File: config.mk
export PLATFORM = sky130hd
export DESIGN_NAME = pulse_period_measure_timer
export DESIGN_NICKNAME = d
export VERILOG_FILES = /design/src/hdl/period_timer_pkg.sv /design/src/hdl/pulse_period_measure_timer.sv
export VERILOG_INCLUDE_DIRS = /design/src /design/src/hdl
export SDC_FILE = /design/constraint.sdc
export NUM_CORES = 1
export LEC_CHECK = 0
export BUFFER_PORTS_ARGS = -buffer_cell sky130_fd_sc_hd__buf_2
export CAP_MARGIN = 20
export CORE_AREA = 2 2 90 92
export DETAILED_ROUTE_END_ITERATION = 10
export DIE_AREA = 0 0 92 94
export GPL_TIMING_DRIVEN = 0
export PLACE_DENSITY = 0.7
export SLEW_MARGIN = 0
export SYNTH_ARGS = -nofsm -noshare
export SYNTH_HDL_FRONTEND = slang
export SYNTH_SLANG_ARGS = --single-unit
File: constraint.sdc
create_clock -name ref_clk_in -period 1.97 [get_ports ref_clk_in]
set_input_delay 0.4925 -clock ref_clk_in [delete_from_list [all_inputs] [get_ports ref_clk_in]]
set_output_delay 0.4925 -clock ref_clk_in [all_outputs]
set_load 0.005 [all_outputs]
File: src/hdl/period_timer_defs.svh
`ifndef PERIOD_TIMER_DEFS_SVH
`define PERIOD_TIMER_DEFS_SVH

// ------------------------------------------------------------
// Register offsets (byte addresses on the plain register port)
// ------------------------------------------------------------
`define ADDR_CTRL      4'h0
`define ADDR_IOCTRL    4'h1
`define ADDR_MODE      4'h2
`define ADDR_PRESCALE  4'h3
`define ADDR_MAIN      4'h4

// ------------------------------------------------------------
// Control register bit positions
// ------------------------------------------------------------
`define CTRL_START_BIT  0
`define CTRL_STATUS_BIT 1
`define CTRL_HALT_BIT   2
`define CTRL_EDGE_BIT   4
`define CTRL_UNDF_BIT   5

// ------------------------------------------------------------
// I/O control register bit positions
// ------------------------------------------------------------
`define IO_EDGE_SEL_BIT 0
`define IO_PIN_SEL_BIT  2
`define IO_FILT_LO_BIT  4
`define IO_FILT_HI_BIT  5

// ------------------------------------------------------------
// Mode register fields
// ------------------------------------------------------------
`define MODE_CLK_LO_BIT 4
`define MODE_CLK_HI_BIT 5

// ------------------------------------------------------------
// Reset values and timing counts
// ------------------------------------------------------------
`define RST_BYTE        8'hff
`define RST_ZERO        8'h00
`define DIV_F2          4'h1
`define DIV_F8          4'h7
`define FILT_TAPS       3
`define FILT_DIV_A      4'h0
`define FILT_DIV_B      4'h7
`define FILT_DIV_C      5'h1f

`endif

File: src/hdl/period_timer_pkg.sv
package period_timer_pkg;

  // Count source selection
  typedef enum logic [1:0] {
    SRC_F1,
    SRC_F8,
    SRC_OSC,
    SRC_F2
  } count_src_t;

  // Start/stop synchroniser states
  typedef enum logic [1:0] {
    RUN_IDLE,
    RUN_ARM,
    RUN_COUNT,
    RUN_DRAIN
  } run_state_t;

  // Register port request
  typedef struct packed {
    logic [3:0] addr;
    logic [7:0] wdata;
    logic       wr;
    logic       rd;
  } reg_req_t;

  // Block state apart from the input synchronisers
  typedef struct packed {
    run_state_t run;
    logic       start;
    logic       edge_flag;
    logic       undf_flag;
    logic       edge_sel;
    logic       pin_sel;
    logic [1:0] filt_sel;
    logic [1:0] clk_sel;
    logic [7:0] pre_reload;
    logic [7:0] pre_cnt;
    logic [7:0] main_reload;
    logic [7:0] main_cnt;
    logic [7:0] readout;
    logic       pre_load_pend;
    logic       main_load_pend;
    logic [1:0] cap_phase;
    logic [4:0] div_cnt;
    logic [4:0] filt_div;
    logic [2:0] filt_shift;
    logic       filt_out;
    logic       filt_prev;
    logic       edge_seen;
    logic       irq;
    logic [7:0] rdata;
  } timer_state_t;

endpackage : period_timer_pkg

File: src/hdl/pulse_period_measure_timer.sv
// The address-and-strobe port and the register addresses are this design's own decisions.
`timescale 1ns/1ps
`include "period_timer_defs.svh"

module pulse_period_measure_timer
  import period_timer_pkg::*;
(
  input  wire logic       ref_clk_in,
  input  wire logic       rstn_in,
  input  wire logic       osc_clk_in,
  input  wire logic       port_pin_alt_a_in,
  input  wire logic       port_pin_alt_b_in,
  input  wire logic [3:0] addr_in,
  input  wire logic [7:0] wdata_in,
  input  wire logic       wr_in,
  input  wire logic       rd_in,
  output logic      [7:0] rdata_out,
  output logic            timer_irq_out,
  output logic            count_status_flag_out
);

  // ------------------------------------------------------------
  // Input synchronisers
  // ------------------------------------------------------------
  logic [1:0]   sync_a;
  logic [1:0]   sync_b;
  logic [1:0]   sync_osc;
  logic         osc_prev;
  reg_req_t     req;
  timer_state_t s;
  timer_state_t next_s;

  assign req = '{addr: addr_in, wdata: wdata_in, wr: wr_in, rd: rd_in};

  // Two flops per asynchronous input, first flop read only by second
  always_ff @(posedge ref_clk_in or negedge rstn_in)
  begin
    if (!rstn_in)
    begin
      sync_a   <= 2'h0;
      sync_b   <= 2'h0;
      sync_osc <= 2'h0;
      osc_prev <= 1'b0;
    end
    else
    begin
      sync_a   <= {sync_a[0], port_pin_alt_a_in};
      sync_b   <= {sync_b[0], port_pin_alt_b_in};
      sync_osc <= {sync_osc[0], osc_clk_in};
      osc_prev <= sync_osc[1];
    end
  end

  // ------------------------------------------------------------
  // Next-state logic
  // ------------------------------------------------------------
  logic       tick;
  logic       pre_uf;
  logic       main_uf;
  logic       pin_lvl;
  logic       filt_tick;
  logic       active_edge;
  logic       counting;
  logic [7:0] ctrl_rd;

  always_comb
  begin
    next_s      = s;
    tick        = 1'b0;
    pre_uf      = 1'b0;
    main_uf     = 1'b0;
    filt_tick   = 1'b0;
    active_edge = 1'b0;
    counting    = (s.run == RUN_COUNT);
    next_s.irq  = 1'b0;

    // Count source divider
    next_s.div_cnt = s.div_cnt + 5'h1;
    unique case (count_src_t'(s.clk_sel))
      SRC_F1:  tick = 1'b1;
      SRC_F2:  tick = (s.div_cnt[3:0] & `DIV_F2) == `DIV_F2;
      SRC_F8:  tick = (s.div_cnt[3:0] & `DIV_F8) == `DIV_F8;
      SRC_OSC: tick = sync_osc[1] & ~osc_prev;
    endcase

    pin_lvl = s.pin_sel ? sync_b[1] : sync_a[1];

    next_s.filt_div = s.filt_div + 5'h1;
    unique case (s.filt_sel)
      2'h0: filt_tick = 1'b0;
      2'h1: filt_tick = 1'b1;
      2'h2: filt_tick = (s.filt_div[3:0] & `FILT_DIV_B) == `FILT_DIV_B;
      2'h3: filt_tick = s.filt_div == `FILT_DIV_C;
    endcase
    if (s.filt_sel == 2'h0)
      next_s.filt_out = pin_lvl;
    else if (filt_tick)
    begin
      next_s.filt_shift = {s.filt_shift[1:0], pin_lvl};
      if (&s.filt_shift)
        next_s.filt_out = 1'b1;
      else if (~|s.filt_shift)
        next_s.filt_out = 1'b0;
    end
    next_s.filt_prev = s.filt_out;

    // rising (0) or falling (1) interval
    if (s.edge_sel ? (s.filt_prev & ~s.filt_out)
                   : (~s.filt_prev & s.filt_out))
      active_edge = counting;
    if (active_edge)
      next_s.edge_seen = 1'b1;

    // status rises on next count-source tick
    // status falls on next count-source tick
    unique case (s.run)
      RUN_IDLE:  if (s.start) next_s.run = RUN_ARM;
      RUN_ARM:   if (!s.start) next_s.run = RUN_IDLE;
                 else if (tick) next_s.run = RUN_COUNT;
      RUN_COUNT: if (!s.start) next_s.run = RUN_DRAIN;
      RUN_DRAIN: if (tick) next_s.run = RUN_IDLE;
    endcase

    if (counting && tick)
    begin
      if (s.pre_load_pend || s.pre_cnt == 8'h00)
      begin
        next_s.pre_cnt       = s.pre_reload;
        next_s.pre_load_pend = 1'b0;
        pre_uf               = (s.pre_cnt == 8'h00);
      end
      else
        next_s.pre_cnt = s.pre_cnt - 8'h01;
    end

    if (pre_uf)
    begin
      // capture at first underflow after edge
      // a pending edge shows on first underflow
      if (s.edge_seen && s.cap_phase == 2'h0)
      begin
        next_s.readout   = s.main_cnt;
        next_s.cap_phase = 2'h1;
        next_s.edge_seen = 1'b0;
      end
      if (s.cap_phase == 2'h1 || s.main_load_pend || s.main_cnt == 8'h00)
      begin
        main_uf               = (s.main_cnt == 8'h00) || s.cap_phase == 2'h1;
        next_s.main_cnt       = s.main_reload;
        next_s.main_load_pend = 1'b0;
        next_s.cap_phase      = 2'h0;
      end
      else
        next_s.main_cnt = s.main_cnt - 8'h01;
    end

    // sticky flags, set wins over clear
    if (req.wr && req.addr == `ADDR_CTRL)
    begin
      if (!req.wdata[`CTRL_EDGE_BIT])
        next_s.edge_flag = 1'b0;
      if (!req.wdata[`CTRL_UNDF_BIT])
        next_s.undf_flag = 1'b0;
      next_s.start = req.wdata[`CTRL_START_BIT];
    end
    if (active_edge)
      next_s.edge_flag = 1'b1;
    if (main_uf)
      next_s.undf_flag = 1'b1;

    next_s.irq = main_uf | active_edge;

    if (req.wr && req.addr == `ADDR_CTRL && req.wdata[`CTRL_HALT_BIT])
    begin
      next_s.start = 1'b0;
      next_s.run   = RUN_IDLE;
    end

    if (req.wr)
    begin
      unique case (req.addr)
        `ADDR_IOCTRL:
        begin
          next_s.edge_sel = req.wdata[`IO_EDGE_SEL_BIT];
          next_s.pin_sel  = req.wdata[`IO_PIN_SEL_BIT];
          next_s.filt_sel = req.wdata[`IO_FILT_HI_BIT:`IO_FILT_LO_BIT];
        end
        `ADDR_MODE:
          next_s.clk_sel = req.wdata[`MODE_CLK_HI_BIT:`MODE_CLK_LO_BIT];
        `ADDR_PRESCALE:
        begin
          next_s.pre_reload = req.wdata;
          if (counting)
            next_s.pre_load_pend = 1'b1;
          else
            next_s.pre_cnt = req.wdata;
        end
        `ADDR_MAIN:
        begin
          next_s.main_reload = req.wdata;
          if (counting)
            next_s.main_load_pend = 1'b1;
          else
            next_s.main_cnt = req.wdata;
        end
        default: ;
      endcase
    end

    // each byte is its own access
    ctrl_rd = 8'h00;
    ctrl_rd[`CTRL_START_BIT]  = s.start;
    ctrl_rd[`CTRL_STATUS_BIT] = (s.run == RUN_COUNT) || (s.run == RUN_DRAIN);
    ctrl_rd[`CTRL_EDGE_BIT]   = s.edge_flag;
    ctrl_rd[`CTRL_UNDF_BIT]   = s.undf_flag;
    next_s.rdata = 8'h00;
    if (req.rd)
    begin
      unique case (req.addr)
        `ADDR_CTRL:     next_s.rdata = ctrl_rd;
        `ADDR_IOCTRL:   next_s.rdata = {2'h0, s.filt_sel, 1'b0,
                                         s.pin_sel, 1'b0, s.edge_sel};
        `ADDR_MODE:     next_s.rdata = {2'h0, s.clk_sel, 4'h0};
        `ADDR_PRESCALE: next_s.rdata = s.pre_cnt;
        `ADDR_MAIN:     next_s.rdata = s.main_cnt;
        default:        next_s.rdata = 8'h00;
      endcase
    end
  end

  // ------------------------------------------------------------
  // State register
  // ------------------------------------------------------------
  // stopped after reset
  always_ff @(posedge ref_clk_in or negedge rstn_in)
  begin
    if (!rstn_in)
    begin
      s             <= '0;
      s.run         <= RUN_IDLE;
      s.pre_reload  <= `RST_BYTE;
      s.pre_cnt     <= `RST_BYTE;
      s.main_reload <= `RST_BYTE;
      s.main_cnt    <= `RST_BYTE;
      s.readout     <= `RST_ZERO;
    end
    else
      s <= next_s;
  end

  // Read data and irq from flops, count status decoded from the run state
  assign rdata_out             = s.rdata;
  assign timer_irq_out         = s.irq;
  assign count_status_flag_out = (s.run == RUN_COUNT) || (s.run == RUN_DRAIN);

endmodule : pulse_period_measure_timer

# Yosys cells after proc, flatten, opt, wreduce, memory -nomap -nowiden
# Cells that the tools add are included.
[op_classes] add_sub_neg=4 n_mul=0 div_mod_pow=0 n_lt_le_gt_ge=0 eq_ne=24 shift=0 mux=50 n_bitwise=8 reduce_logical=34
[ops] op="$mux 8" n=8
[ops] op="$pmux 8 s5" n=1
[ops] op="$mux 16" n=2
[ops] op="$mux 1" n=24
[ops] op="$mux 24" n=1
[ops] op="$reduce_and 2->1" n=10
[ops] op="$logic_not 8->1" n=2
[ops] op="$sub 8x1->8 const B" n=2
[ops] op="$mux 2" n=7
[ops] op="$eq 2x2->1 const B" n=6
[ops] op="$mux 3" n=4
[ops] op="$add 5x1->5 const B" n=2
[ops] op="$reduce_bool 2->1" n=5
[ops] op="$ne 3x3->1 const B" n=3
[ops] op="$eq 2x1->1 const B" n=4
[ops] op="$eq 4x2->1 const B" n=2
[ops] op="$logic_not 2->1" n=4
[ops] op="$pmux 1 s4" n=2
[ops] op="$pmux 2 s4" n=1
[ops] op="$eq 3x3->1 const B" n=2
[ops] op="$eq 5x5->1 const B" n=1
[ops] op="$logic_or 1x1->1" n=5
[ops] op="$eq 4x1->1 const B" n=1
[ops] op="$eq 4x3->1 const B" n=1
[ops] op="11 further kinds" n=20
[word_totals] ff_bits=87 latch_bits=0 ramBits=0 romBits=0 input_bits=19 out_inout_bits=10 elab_cells=148 mem_count=0

# Logic depth before layout (Yosys ltp)
# Gate-level depths: netlist of the first run.
[depth] word_depth=9 mapped_depth=8 ltp_nobuf=8

# Least setup slack after synthesis of the first run
# OpenSTA, ideal clock, no wires.
[synth_path] path_kind="reg2reg" from="register s[53] in the netlist's numbering" to="register s[56] in the netlist's numbering" setup_time_ns=0.082 arrival_ns=1.885 required_ns=1.888 path_slack_ns=0.004 stages_incl_launch_ff=8 path_buffers=1 period_less_slack_ns=1.966 cell_sequence="dfstp_2 inv_1 ha_1 a31oi_1 clkbuf_1 mux2i_1 nor2_1 a211o_1"
[synth_lines] item="from (decl)" line_no="pulse_period_measure_timer.sv:30" text="timer_state_t s;"
[synth_lines] item="from (signal assigned)" line_no="pulse_period_measure_timer.sv:248" text="s <= next_s;"

==> reports/results.tsv, run 1 <==
metric	value	unit
Bufs on Longest Clock Path	2	
CTS tree	yes	
Synth area leader	dfrtp_1	
Main synth FF type	dfrtp_1	
drt first pass iters	5	
Die Ht	94	µm
Iteration-0 DRC Markers	220	
# setup viols final	1	
routed len/inst	16.5	µm
I/O pin count	29	
largest net degree at the start of global routing	48	
Worst Clk Skew	0.0117	ns
Syn Nets	386	
clk_lat worst skew	0.36	ns
Final TNS setup	-0.0198	ns
failing checks	setup timing	
root buf cell	clkbuf_8	
Worst R2R Start	s[42]$_DFF_PN1_	
beginning of the critical path	s[42]$_DFF_PN1_	
Via density	5.60	
GP Congestion	0.878	
Die W	92	µm
GRT Total Usage	0.211	
Synth area leaders	dfrtp_1 (29%), dfstp_2 (22%), mux2_2 (7.4%)	
fmax	503	MHz
I/O Buffers	27	
Static Leak	0.00198	µW
Min Hold Slack	0.0625	ns
first-pass GRT wire length	13700	µm
post-layout minimum cycle time	1.99	ns
Seq cells post-synth	76	
Reg area	1940	µm²
status	finished with violations	
post-synthesis sequential area ratio	0.514	
Async SR Flop Fraction	1.00	
Max Cap Violations	0	
die area	8650	µm²
Slew @ Worst Pin	0.566	ns
vias in the first global route	2731	
Fill cells	643	
CP max FO	6	
max-slew violations	0	
Synth Instances	358	
Synth cell types	58	
VDD IR max	873	µV
pwr/cell area	1260	nW/µm²
Final Hold Fails	0	
Hold WC Path Type	input pin to async pin	
H-tree depth	3	
Area Overhead vs Synth	20.5	%
Placement Rows	32	
Routed Antenna Nets	0	
CP Capture Type	register	
Setup WS post-layout	-0.0198	ns
syn avg cell area	10.6	µm²
RSZ-0062 raised after global routing	true	
CP Data Required Time	2.27	ns
worst reg2reg endpoint	s[42]$_DFF_PN1_	
hold_buf cts	0	
fin nets	441	
Remaining DRCs	0	
clock tree sinks	76	
total grt overflow	0	
R2R depth	6	
Multi-input gate area	1780	µm²
pre-CTS setup slack	-0.239	ns
Slew headroom	0.621	
TritonCTS Buffers	9	
Placeable Area	7610	µm²
CP startpoint kind	register	
Netlist Area Pre-Place	3780	µm²
CP arrival	2.29	ns
Starting Density	0.497	
Yosys warnings	0	
clock transition at the registers of the reported paths	0.07	ns
vias	2912	
fin area	4560	µm²
top-area cell type share of the netlist area	0.291	
r2r setup slk	-0.02	ns
initial antenna violation count	0	
Post-Place Cell Area	4070	µm²
share of cells above drive strength 1	0.378	
period utilization	1.01	
Post-synth EDFFs	0	
Final HPWL DP	5740	µm
Setup CP Type	register to register	
Detailed Route WL	8590	µm
Inserted Diodes	0	
[flip-flops by register name, summed over array words and instances, names as in the netlist]
signal / flops
s: 56
sync_a: 2
osc_prev: 1
ctrl_rd: 3
timer_irq_out: 1
sync_osc: 2
sync_b: 2
next_s: 1
rdata_out: 8
[cell usage after synthesis (all sizes together), types with 4 or more instances]
| cell type | number |
|---|---|
| nor2 | 46 |
| dfrtp | 44 |
| dfstp | 32 |
| mux2 | 25 |
| o21ai | 25 |
| nand2 | 21 |
| a21oi | 17 |
| buf | 15 |
| inv | 13 |
| ha | 9 |
| mux2i | 9 |
| a31oi | 8 |
| nand3 | 7 |
| clkbuf | 6 |
| a22oi | 5 |
| nor2b | 5 |
| nor3 | 5 |
| nor4 | 5 |
| or2 | 5 |
| or3 | 5 |
| a211oi | 4 |
| nand3b | 4 |
| o31ai | 4 |
[power by group]
part	leakage, µW	internal, µW	switching (µW)	total [µW]
clock	0.000111	735	563	1300
combinational	0.000986	907	994	1900
sequential	0.000878	2130	427	2560
[worst max-delay path by stage]
stage,to,slack (ns),cells after the start
after global placement,s[56]$_DFF_PN1_,-0.23,7
final,s[42]$_DFF_PN1_,-0.02,6
after CTS,s[56]$_DFF_PN1_,0.0008,7
after global routing,s[42]$_DFF_PN1_,-0.06,7
after detailed placement,s[55]$_DFF_PN1_,-0.24,7
after floorplan,s[56]$_DFF_PN1_,0.004,7
[layout by cell type, fill, tap and decap left out, types with 5 or more instances in the layout]
cell       n
o21ai_0   19
mux2i_1    9
a21oi_1   17
a31oi_1    6
nand3_1    5
clkbuf_8  10
ha_1       9
nor2_1    44
buf_6      6
dfstp_2   32
o21ai_1    5
buf_2     27
nand2_1   20
inv_1     13
nor2b_1    5
dfrtp_1   44
buf_4     25
mux2_2    25
[timing repair]
item | CTS | global route
resized for setup | 11 | 26
setup buffers | 6 | 10
pin swaps | 5 | 10
setup endpoints to repair | 20 | 22
gates cloned | 0 | 0
[layout make-up]
cell class / instances / area share
sequential: 76 / 0.426
inverter: 13 / 0.0107
timing repair buffer: 44 / 0.0634
tap: 102 / 0.0280
clock inverter: 6 / 0.0170
clock buffer: 10 / 0.0302
multi-input combinational: 248 / 0.391
buffer: 21 / 0.0335
[metrics by stage]
stage | power [µW] | util | std cells
final | 5760 | 0.599 | 520
after global routing | 6100 | 0.599 | 520
after CTS | 5500 | 0.575 | 510
after detailed placement | 4100 | 0.536 | 488
after global placement | 4050 | 0.532 | 487
after floorplan | 3630 | - | 358
[layer usage]
metal / share of wire / GRT usage / vias to the layer above
li1: - / - / 1396
met1: 0.46 / 0.299 / 1409
met2: 0.46 / 0.317 / 97
met3: 0.072 / 0.0490 / 10
met4: 0.015 / 0.0833 / 0
met5: 0 / 0 / -
[critical path, cell delays in order (launching register included)]
cell and delay (ns):
dfstp_2 0.39, or4_4 0.53, buf_6 0.15, o21ai_4 0.22, a22oi_2 0.13, o41ai_2 0.34, o22a_1 0.17
[cell families after synthesis]
family / synth area share
DFF: 0.514
muxes: 0.0983
AOI/OAI and AO/OA: 0.150
and+or+nand+nor: 0.156
adders and majority gates: 0.0298
xor gates and xnor gates: 0.00695
buffers and inverters: 0.0460
Note: power is estimated with default switching activity, not from simulation.
==> run 2: changes to the inputs <==
clock period = 1.7 ns   (was 1.97 ns; I/O delays follow)
==> run 2 against run 1 <==
Net effect:
- the run still ends with setup timing left
- combinational power is 38% higher
- global-route usage is 1.3 points higher
- clock power is 5% higher
- worst hold slack better by 0.11 ns
- design area is 5.9% higher
- register-to-register slack worse by 0.29 ns
- sequential cell count stayed put
- sequential share of layout area is 2.4 points lower
- critical path depth is 2 higher
- clock skew hardly changed
- largest cell class unchanged
==> reports/results.tsv, run 2 (same netlist as run 1, synthesis figures left out) <==
metric	value	unit	change
status	finished with violations		unchanged
failing checks	setup timing		unchanged
sw power	2520	µW	was 1980 µW
Bufs on Longest Clock Path	2		unchanged
drt first pass iters	5		unchanged
H-tree depth	3		unchanged
sw frac	0.362		was 0.345
cell count after placement	488		unchanged
CP startpoint kind	register		unchanged
RSZ-0062 raised after global routing	true		unchanged
post-layout minimum cycle time	2.01	ns	was 1.99 ns
met2 usage	0.366		was 0.317
Hold WC Path Type	input pin to register		was input pin to async pin
initial antenna violation count	1		was 0
Max stage delay on crit path	0.36	ns	was 0.53 ns
Comb power frac	0.377		was 0.330
CP delay by family, top	simple AND/OR/NAND/NOR gates		was compound AO/OA/AOI/OAI gates
vias	3070		was 2912
I/O pin count	29		unchanged
CP Data Required Time	1.98	ns	was 2.27 ns
GR peak layer	met2		unchanged
Reg power frac	0.427		was 0.444
max-slew violations	0		unchanged
CP arrival	2.29	ns	about the same
TritonCTS Buffers	9		unchanged
worst reg2reg endpoint	s[58]$_DFF_PN1_		was s[42]$_DFF_PN1_
root buf cell	clkbuf_8		unchanged
critical path, cell by cell	ha_2 > ha_4 > mux2i_2 > a22o_4 > or2_0 > buf_4 > or3_1 > a31oi_1		was or4_4 > buf_6 > o21ai_4 > a22oi_2 > o41ai_2 > o22a_1
vias in the first global route	2895		was 2731
total grt overflow	0		unchanged
CTS tree	yes		unchanged
Starting Density	0.497		unchanged
flip-flop count of the largest register after layout	56		unchanged
Final Hold Fails	0		unchanged
Worst Hold End	sync_b[0]$_DFF_PN0_		
clock network power share	0.197		was 0.225
share of cells above drive strength 1	0.462		was 0.378
fin nets	456		was 441
Buf+Inv Stages, Crit Path	1		unchanged
fmax	498	MHz	was 503 MHz
Inserted Diodes	0		unchanged
CP max FO	8		was 6
# setup viols final	24		was 1
Worst Clk Skew	0.0121	ns	was 0.0117 ns
Static Leak	0.00206	µW	was 0.00198 µW
Max Cap Violations	0		unchanged
Remaining DRCs	0		unchanged
Final HPWL DP	5790	µm	was 5740 µm
Detailed Route WL	9350	µm	was 8590 µm
Die Ht	94	µm	unchanged
routed len/inst	17.5	µm	was 16.5 µm
first-pass GRT wire length	14700	µm	was 13700 µm
final std cells w/o fill	535		was 520
Die W	92	µm	unchanged
Slew @ Worst Pin	0.501	ns	was 0.566 ns
met1 GRT Util	0.286		was 0.299
GRT met3 Usage	0.0417		was 0.0490
Top reg by flops	s		unchanged
pwr/cell area	1440	nW/µm²	was 1260 nW/µm²
CP Capture Type	register		unchanged
largest net degree at the start of global routing	76		was 48
clock tree sinks	76		unchanged
Slew headroom	0.663		was 0.621
beginning of the critical path	s[20]$_DFF_PN0_		was s[42]$_DFF_PN1_
I/O Buffers	27		unchanged
clk_lat worst skew	0.35	ns	was 0.36 ns
internal power	4450	µW	was 3770 µW
Placement Rows	32		unchanged
Worst R2R Start	s[20]$_DFF_PN0_		was s[42]$_DFF_PN1_
R2R depth	8		was 6
GRT Total Usage	0.225		was 0.211
GP Congestion	0.918		was 0.878
total power	6970	µW	was 5760 µW
Hold Startpoint	port_pin_alt_b_in		
period utilization	1.18		was 1.01
Via density	5.74		was 5.60
most frequent cells in the layout	nor2_1 (44), dfrtp_1 (44), buf_4 (36), dfstp_2 (32), buf_2 (27)		was nor2_1 (44), dfrtp_1 (44), dfstp_2 (32), buf_2 (27)
die area	8650	µm²	unchanged
Hold Path Cell Cnt	1		
Placeable Area	7610	µm²	unchanged
r2r setup slk	-0.31	ns	was -0.02 ns
clock transition at the registers of the reported paths	0.08	ns	was 0.07 ns
VDD IR max	803	µV	was 873 µV
Setup CP Type	register to register		unchanged
Worst path slowest cell	dfrtp_1		was or4_4
Routed Antenna Nets	0		unchanged
Area Overhead vs Synth	27.7	%	was 20.5%
Setup WS post-layout	-0.310	ns	was -0.0198 ns
Iteration-0 DRC Markers	226		was 220
==> run 2: cell types whose count changed in the layout (fill, tap and decap cells not counted), moves of 3 or more <==
cell and delta:
a21oi_1 -5, a21oi_2 +5, buf_4 +11, ha_1 -5, ha_2 +3, inv_1 -4
inv_2 +3, nand2_1 -3, o21ai_0 -8, o21ai_2 +6
==> run 2: how the worst max path moves through the flow <==
stage,cells after the start,to
after floorplan,8,s[60]$_DFF_PN1_
after global placement,6,s[42]$_DFF_PN1_
after detailed placement,8,s[58]$_DFF_PN1_
after CTS,8,s[58]$_DFF_PN1_
after global routing,8,s[58]$_DFF_PN1_
final,8,s[58]$_DFF_PN1_
==> run 2: power by group through the flow <==
stage / clock network (µW) / registers (µW) / logic, µW
floorplan: 0 / 2830 / 1460
global placement: 0 / 2990 / 1790
detailed placement: 0 / 3010 / 1850
CTS: 1400 / 2930 / 2350
global route: 1470 / 3030 / 2860
finish: 1370 / 2970 / 2630
==> run 2: worst reg2reg max path, stage by stage (launching register included) <==
cell and delay [ns]:
dfrtp_1 0.36, ha_2 0.20, ha_4 0.13, mux2i_2 0.07, a22o_4 0.28, or2_0 0.21, buf_4 0.16, or3_1 0.36
a31oi_1 0.17
==> run 2: through the flow <==
stage	area, µm²	hold WS, ns	utilization	TNS (ns)	setup WS [ns]
2_1_floorplan	3860	0.129	-	-1.18	-0.184
3_3_place_gp	4130	0.333	0.542	-17.31	-0.335
3_5_place_dp	4160	0.227	0.546	-7.45	-0.385
4_1_cts	4630	0.154	0.609	-3.93	-0.316
5_1_grt	4830	0.151	0.635	-5.81	-0.409
6_report	4830	0.174	0.635	-3.96	-0.310
==> run 2: layout make-up <==
| type | instances | area, µm² |
|---|---|---|
| fillers | 605 | 2780 |
| flip-flops and latches | 76 | 1940 |
| multi-input cells | 248 | 1920 |
| repair buffers | 60 | 440 |
| plain buffers | 20 | 151 |
| clock buffers | 12 | 145 |
| well taps | 102 | 128 |
| inverters | 13 | 51.3 |
| clock inverters | 4 | 50.0 |
==> run 2: per-layer routing <==
layer / vias to the layer above / wire, µm / part of all wire
met3: 23 / 541 / 0.058
met2: 124 / 4530 / 0.48
li1: 1429 / - / -
met1: 1494 / 3960 / 0.42
met4: 0 / 317 / 0.034
met5: - / 0 / 0
==> run 2: timing repair <==
| action | CTS | global route |
|---|---|---|
| resized for setup | 26 | 35 |
| setup buffers | 23 | 7 |
| hold endpoints to repair | 1 | 0 |
| pin swaps | 17 | 20 |
| hold buffers | 1 | 0 |
| gates cloned | 0 | 1 |
| setup endpoints to repair | 24 | 25 |
